==> src/driver_pkg.sv <==
// Purpose: Shared constants for the serial-in latched driver block.
// Assumes: One system clock; all pin inputs already synchronous to it.
// Notes:   Stage count and the chain, latch and driver reset values live here.

package driver_pkg;

  // ************************************************************
  // Geometry
  // ************************************************************
  localparam int          STAGE_COUNT   = 8;
  localparam int          LAST_STAGE    = STAGE_COUNT - 1;

  // ************************************************************
  // Reset values
  // ************************************************************
  localparam logic [7:0]  STAGE_RESET   = 8'h00;
  localparam logic [7:0]  LATCH_RESET   = 8'h00;
  // Every driver released (not sinking) after reset
  localparam logic [7:0]  DRV_OE_N_OFF  = 8'hff;
  // Open-collector pins never drive a high level
  localparam logic [7:0]  DRV_OUT_LEVEL = 8'h00;

  // ************************************************************
  // Timing
  // ************************************************************
  localparam int          CLK_PERIOD_NS = 20;
  // Least gap from last shift clock activation to strobe rising
  localparam int          STROBE_GAP_NS = 300;
  localparam int          STROBE_GAP_CYC =
    (STROBE_GAP_NS + CLK_PERIOD_NS - 1) / CLK_PERIOD_NS;

endpackage : driver_pkg

==> src/shift_link_if.sv <==
// Purpose: Carries the shift chain state from the shift stage to the top.
// Assumes: Single clock domain.
// Notes:   stages[7] is the serial tail that feeds the cascade output.

`timescale 1ns/1ns

interface shift_link_if;
  logic [7:0] stages;
  logic       shift_edge;

  modport source (
    output stages,
    output shift_edge
  );

  modport sink (
    input  stages,
    input  shift_edge
  );
endinterface : shift_link_if

==> src/serial_latched_driver.sv <==
// Purpose: Serial-in, latched, eight-way open-collector driver logic.
// Assumes: All pin inputs synchronous to i_clk; the shift clock pin is
//          sampled at 50 MHz and each of its levels lasts a cycle or more.
// Notes:   Latch and driver updates lag the causing pin by one i_clk cycle
//          each, because every output comes from a flip-flop.

`timescale 1ns/1ns

// Summary of operation
// - A rising shift clock edge loads the serial data input into stage one.
// - Each rising shift clock edge moves every stage one place toward the tail.
// - There are eight stages and eight latches, and the tail feeds the serial output.
// - A high strobe makes the latches follow the stages, a low strobe holds them.
// - A high output enable turns all drivers off and leaves stages and latches alone.
// - A low output enable lets each driver show its latch.
module serial_latched_driver
  import driver_pkg::*;
(
  // Clock and reset
  input  wire logic       i_clk,
  input  wire logic       i_rst_n,
  // Serial input pins
  input  wire logic       i_shift_clk,
  input  wire logic       i_sdi,
  // Latch and output control pins
  input  wire logic       i_strobe,
  input  wire logic       i_out_en_n,
  // Cascade output
  output logic            o_sdo,
  // Open-collector drivers, enable low while sinking
  output logic [7:0]      o_drv_out,
  output logic [7:0]      o_drv_oe_n
);

  // ************************************************************
  // Shift chain
  // ************************************************************
  shift_link_if link ();

  // The chain relies on i_sdi being settled at the sampled edge
  shift_stage u_shift_stage (
    .i_clk       (i_clk),
    .i_rst_n     (i_rst_n),
    .i_shift_clk (i_shift_clk),
    .i_sdi       (i_sdi),
    .link        (link)
  );

  // Tail stage is a flip-flop inside the shift stage
  assign o_sdo = link.stages[LAST_STAGE];

  // ************************************************************
  // Latches
  // ************************************************************
  logic [7:0] latch_reg;
  logic [7:0] latch_next;

  // A flop-based latch: transparency costs one cycle of lag, but
  // keeps the block free of level-sensitive storage.
  always_comb begin
    latch_next = latch_reg;
    if (i_strobe) begin
      latch_next = link.stages;
    end
  end

  always_ff @(posedge i_clk) begin
    if (!i_rst_n) begin
      latch_reg <= LATCH_RESET;
    end else begin
      latch_reg <= latch_next;
    end
  end

  // ************************************************************
  // Output drivers
  // ************************************************************
  logic [7:0] drv_oe_n_next;

  // A set latch bit turns its driver on (sinking); the enable only
  // gates the drivers and never touches latch or chain contents.
  always_comb begin
    if (i_out_en_n) begin
      drv_oe_n_next = DRV_OE_N_OFF;
    end else begin
      drv_oe_n_next = ~latch_reg;
    end
  end

  always_ff @(posedge i_clk) begin
    if (!i_rst_n) begin
      o_drv_oe_n <= DRV_OE_N_OFF;
    end else begin
      o_drv_oe_n <= drv_oe_n_next;
    end
  end

  // Open-collector: the pin level when enabled is always low
  always_ff @(posedge i_clk) begin
    if (!i_rst_n) begin
      o_drv_out <= DRV_OUT_LEVEL;
    end else begin
      o_drv_out <= DRV_OUT_LEVEL;
    end
  end

  // ************************************************************
  // Depth probe
  // ************************************************************
  // Follows one captured bit down the chain, so a chain one stage short
  // or long trips a_chain_depth; it feeds no output.
  logic [3:0] probe_count_reg;
  logic       probe_bit_reg;

  always_ff @(posedge i_clk) begin
    if (!i_rst_n) begin
      probe_count_reg <= 4'h0;
      probe_bit_reg   <= 1'b0;
    end else if (link.shift_edge) begin
      if (probe_count_reg == 4'h0 || probe_count_reg == 4'(STAGE_COUNT)) begin
        probe_count_reg <= 4'h1;
        probe_bit_reg   <= i_sdi;
      end else begin
        probe_count_reg <= probe_count_reg + 4'h1;
      end
    end
  end
endmodule : serial_latched_driver

==> src/shift_stage.sv <==
// Purpose: Eight-stage serial-in shift register stepped by the shift clock pin.
// Assumes: i_shift_clk is synchronous to i_clk and stays high or low for
//          at least one i_clk period.
// Notes:   The pin is sampled, not used as a clock, so the block keeps one
//          clock domain.

`timescale 1ns/1ns

module shift_stage
  import driver_pkg::*;
(
  // Clock and reset
  input  wire logic   i_clk,
  input  wire logic   i_rst_n,
  // Serial pins
  input  wire logic   i_shift_clk,
  input  wire logic   i_sdi,
  // Chain state
  shift_link_if.source link
);

  logic       clk_prev_reg;
  logic [7:0] stages_reg;
  logic [7:0] stages_next;

  // ************************************************************
  // Shift clock edge
  // ************************************************************
  always_ff @(posedge i_clk) begin
    if (!i_rst_n) begin
      clk_prev_reg <= 1'b0;
    end else begin
      clk_prev_reg <= i_shift_clk;
    end
  end

  assign link.shift_edge = i_shift_clk & ~clk_prev_reg;

  // ************************************************************
  // Shift chain
  // ************************************************************
  always_comb begin
    stages_next = stages_reg;
    if (link.shift_edge) begin
      stages_next = {stages_reg[LAST_STAGE-1:0], i_sdi};
    end
  end

  // Without an edge the chain holds, whatever i_sdi does
  always_ff @(posedge i_clk) begin
    if (!i_rst_n) begin
      stages_reg <= STAGE_RESET;
    end else begin
      stages_reg <= stages_next;
    end
  end

  assign link.stages = stages_reg;

endmodule : shift_stage

==> config.mk <==
export PLATFORM = sky130hd
export DESIGN_NAME = serial_latched_driver
export DESIGN_NICKNAME = d
export VERILOG_FILES = /design/src/driver_pkg.sv /design/src/shift_link_if.sv /design/src/serial_latched_driver.sv /design/src/shift_stage.sv
export SDC_FILE = /design/constraint.sdc
export NUM_CORES = 1
export LEC_CHECK = 0
export ABC_AREA = 1
export BUFFER_PORTS_ARGS = -buffer_cell sky130_fd_sc_hd__clkbuf_2
export CAP_MARGIN = 20
export CORE_MARGIN = 2
export CORE_UTILIZATION = 25
export DETAILED_ROUTE_END_ITERATION = 8
export PLACE_DENSITY_LB_ADDON = 0.2
export SETUP_SLACK_MARGIN = 0.05
export SLEW_MARGIN = 20
export SYNTH_ARGS = -nofsm -noshare
export SYNTH_HDL_FRONTEND = slang
export SYNTH_SLANG_ARGS = --single-unit
==> constraint.sdc <==
create_clock -name i_clk -period 1.5 [get_ports i_clk]
set_input_delay 0.075 -clock i_clk [delete_from_list [all_inputs] [get_ports i_clk]]
set_output_delay 0.075 -clock i_clk [all_outputs]
set_load 0.05 [all_outputs]
==> summary.txt <==
Outcome
  – Status: finished, final reports clean

Clocking
  – Clock Tree Root: clkbuf_4
  – CTS clk-pin slew, worst paths: 130 ps
  – Postcts setup bufs: 0
  – H-tree depth: 1
  – Worst skew pair latency: approximately 310 ps
  – CTS tree: built
  – Clk buf depth: 2
  – Clock sinks: 25
  – Total CTS buffers: 3

Route
  – WL/cell: roughly 8.4 um
  – Vias/cell: ~3.8
  – DRT Wirelength: 1430 um
  – Final ANT Viol Nets: 0
  – Residual DRC: 0
  – 1st-iter DRT viols: 50
  – Via count: around 640
  – DRT Pass-1 Iters: 4

Synthesis
  – Compound-gate portion of the synthesized area: under 10%
  – Netlist Area Pre-Place: 915 sq um
  – Adder-Cell Fraction of Synth Area: 0%
  – Mux cell area share after synthesis: 0%
  – Top cells by area, synth: dfxtp_1 (55%), buf_4 (7.4%), nand2_1 (7.0%)
  – Gate Count Post-Synth: between 100 and 150
  – Post-Synth XOR/XNOR Area: 0%
  – Largest family of logic cells by synthesized area: simple AND/OR/NAND/NOR gates
  – Yosys top cell by area: dfxtp_1
  – Netlist cell types: 14
  – Simple-gate share of the synthesized area: between 20% and 30%
  – Yosys reg bits: 25
  – Share of the synthesized area in the top cell type: 54.7%
  – Syn. warnings: 0
  – Syn Area/Cell: slightly above 8 sq um
  – Register area share after synthesis: 54.7%

GRT
  – Grt ovf: 0
  – Vias in the first global route: between 500 and 600
  – Initial antenna violation count: 0
  – Global-route wire length before repair: 2530 um
  – Gr usage total: ~7.7%
  – Pin count of the biggest net entering global routing: 19

Die
  – Num ports: 23
  – Die H: ~64 um
  – Initial Utilization: between 20% and 30%
  – CORE AREA: ~0.0034 sq mm
  – Die area: 0.00416 sq mm
  – Rows: 21
  – Die Wd: 64.5 um

Worst setup path
  – Crit Path Max Fanout: 3
  – Critical path arrival: approximately 970 ps
  – Buffers plus inverters on the worst setup path: 1
  – Worst Setup End Kind: primary output
  – Kind of critical path: flop to primary output
  – CP Launch Type: flop
  – CP max stage delay: approximately 370 ps
  – Crit-path cells: clkbuf_2
  – Critical Path Stages: 1
  – R2r worst-path depth: 4
  – Critical-path top delay cell: dfxtp_1
  – Cell family with most CP delay: flip-flops
  – CP Data Required Time: about 1400 ps

Place
  – DP Worst Slack: around 650 ps
  – Dpl cells: between 150 and 200
  – Post-DP HPWL: ~1000 um
  – PortBufs: 14
  – RePlAce Congestion: 0.672

Timing
  – Final setup margin: between 400 and 500 ps
  – Setup skew after layout: 1.46 ps
  – # setup viols final: 0
  – RSZ-0062 raised after global routing: false
  – Tcrit/Tclk final: around 70%
  – Maximum clock rate: ~950 MHz
  – Tmin final: between 1000 and 1500 ps
  – Slew Viols, Final: 0
  – Final hold vios: 0
  – Setup TNS: 0 ps

Power and ir drop
  – Static leakage: 0.452 nW
  – Peak supply drop: between 0.0005 and 0.0006 V
  – Tot Pwr: 1.19 mW
  – PwrDens: between 1000 and 1500 mW/mm^2

Cells and area
  – Number of inserted diodes: 0
  – Nets: roughly 130
  – Post-layout util: between 20% and 30%
  – Area growth syn-to-layout: 10.8%
  – Share of cells above drive strength 1: 16.9%
  – Finished Layout Cells: 170
  – Filler cells: 391

Min path
  – Depth of the worst hold-timing path: 5
  – Min-Delay Path Class: primary input to flop

Job
  – Max-cap viol count: 0
cells in the mapped netlist:
master,instances
nor2_1,16
nand2_1,17
clkbuf_2,1
o21ai_1,2
inv_1,12
dfxtp_1,25
conb_1,1
buf_4,9
inv_2,1
nor2_4,2
nand3_1,8
o21ai_0,6
buf_6,2
a21oi_1,8
path summary, 6_finish.rpt:
check,startpoint,to,slack [ps]
setup reg to reg,u_shift_stage.clk_prev_reg,u_shift_stage.link.stages[4],640
hold reg to reg,latch_reg[5],o_drv_oe_n[5],400
setup / recovery,u_shift_stage.link.stages[7],o_sdo,450
hold / removal,i_sdi,u_shift_stage.link.stages[0],40
cell type report:
| class | instances | area [sq um] | share of cell area [%] |
|---|---|---|---|
| Clock buffer | 3 | 22.5 | 2.22 |
| Clock inverter | 1 | 7.51 | 0.741 |
| Inverter | 13 | 48.8 | 4.81 |
| Multi-Input combinational cell | 67 | 297 | 29.3 |
| Sequential cell | 25 | 500 | 49.4 |
| Tap cell | 46 | 57.6 | 5.68 |
| Timing Repair Buffer | 15 | 80.1 | 7.90 |
stage by stage:
stage               hold WS [ps]  cell area [sq um]
finish                      43.4               1010
global route                77.1               1010
CTS                         32.2               1010
detailed placement           314                973
global placement             318                973
floorplan                    181                941
worst reg2reg max path, cell delays in order (launching register included):
cell,delay (ps)
dfxtp_1,350
inv_1,200
nand3_1,110
nand2_1,80
nor2_1,40
report_power, final:
| group | internal (mW) | switching, mW | total (mW) |
|---|---|---|---|
| Clock | 0.102 | 0.198 | 0.300 |
| Sequential | 0.701 | 0.0166 | 0.717 |
| Combinational | 0.0404 | 0.133 | 0.174 |
| Total | 0.843 | 0.348 | 1.19 |
cell usage in the layout (no fill, tap or decap):
cell type      synthesis  routed
inv_2                  1       1
dlygate4sd3_1          0       1
o21ai_1                2       2
conb_1                 1       8
nor2_4                 2       2
nand3_1                8       8
o21ai_0                6       6
inv_1                 12      12
clkinvlp_4             0       1
dfxtp_1               25      25
clkbuf_2               1      14
nor2_1                16      16
clkbuf_4               0       3
a21oi_1                8       8
nand2_1               17      17
cells by family after synthesis:
group                  count (synthesis)
buffers and inverters                 25
other                                  1
AO/OA/AOI/OAI                         16
AND/OR/NAND/NOR                       43
flip-flops                            25
routing by layer:
metal / wire [um] / track usage (%) / part of all wire (%)
met1: 758 / 10.7 / 53
met2: 523 / 11.1 / 37
met4: 0 / 0.798 / 0
met5: 0 / 0 / 0
met3: 146 / 3.82 / 10
what timing repair did:
item	4_1_cts	5_1_grt
hold buffers	1	0
gates resized for setup	0	0
hold endpoints to repair	8	0
Power figures use the tool's default switching activity.
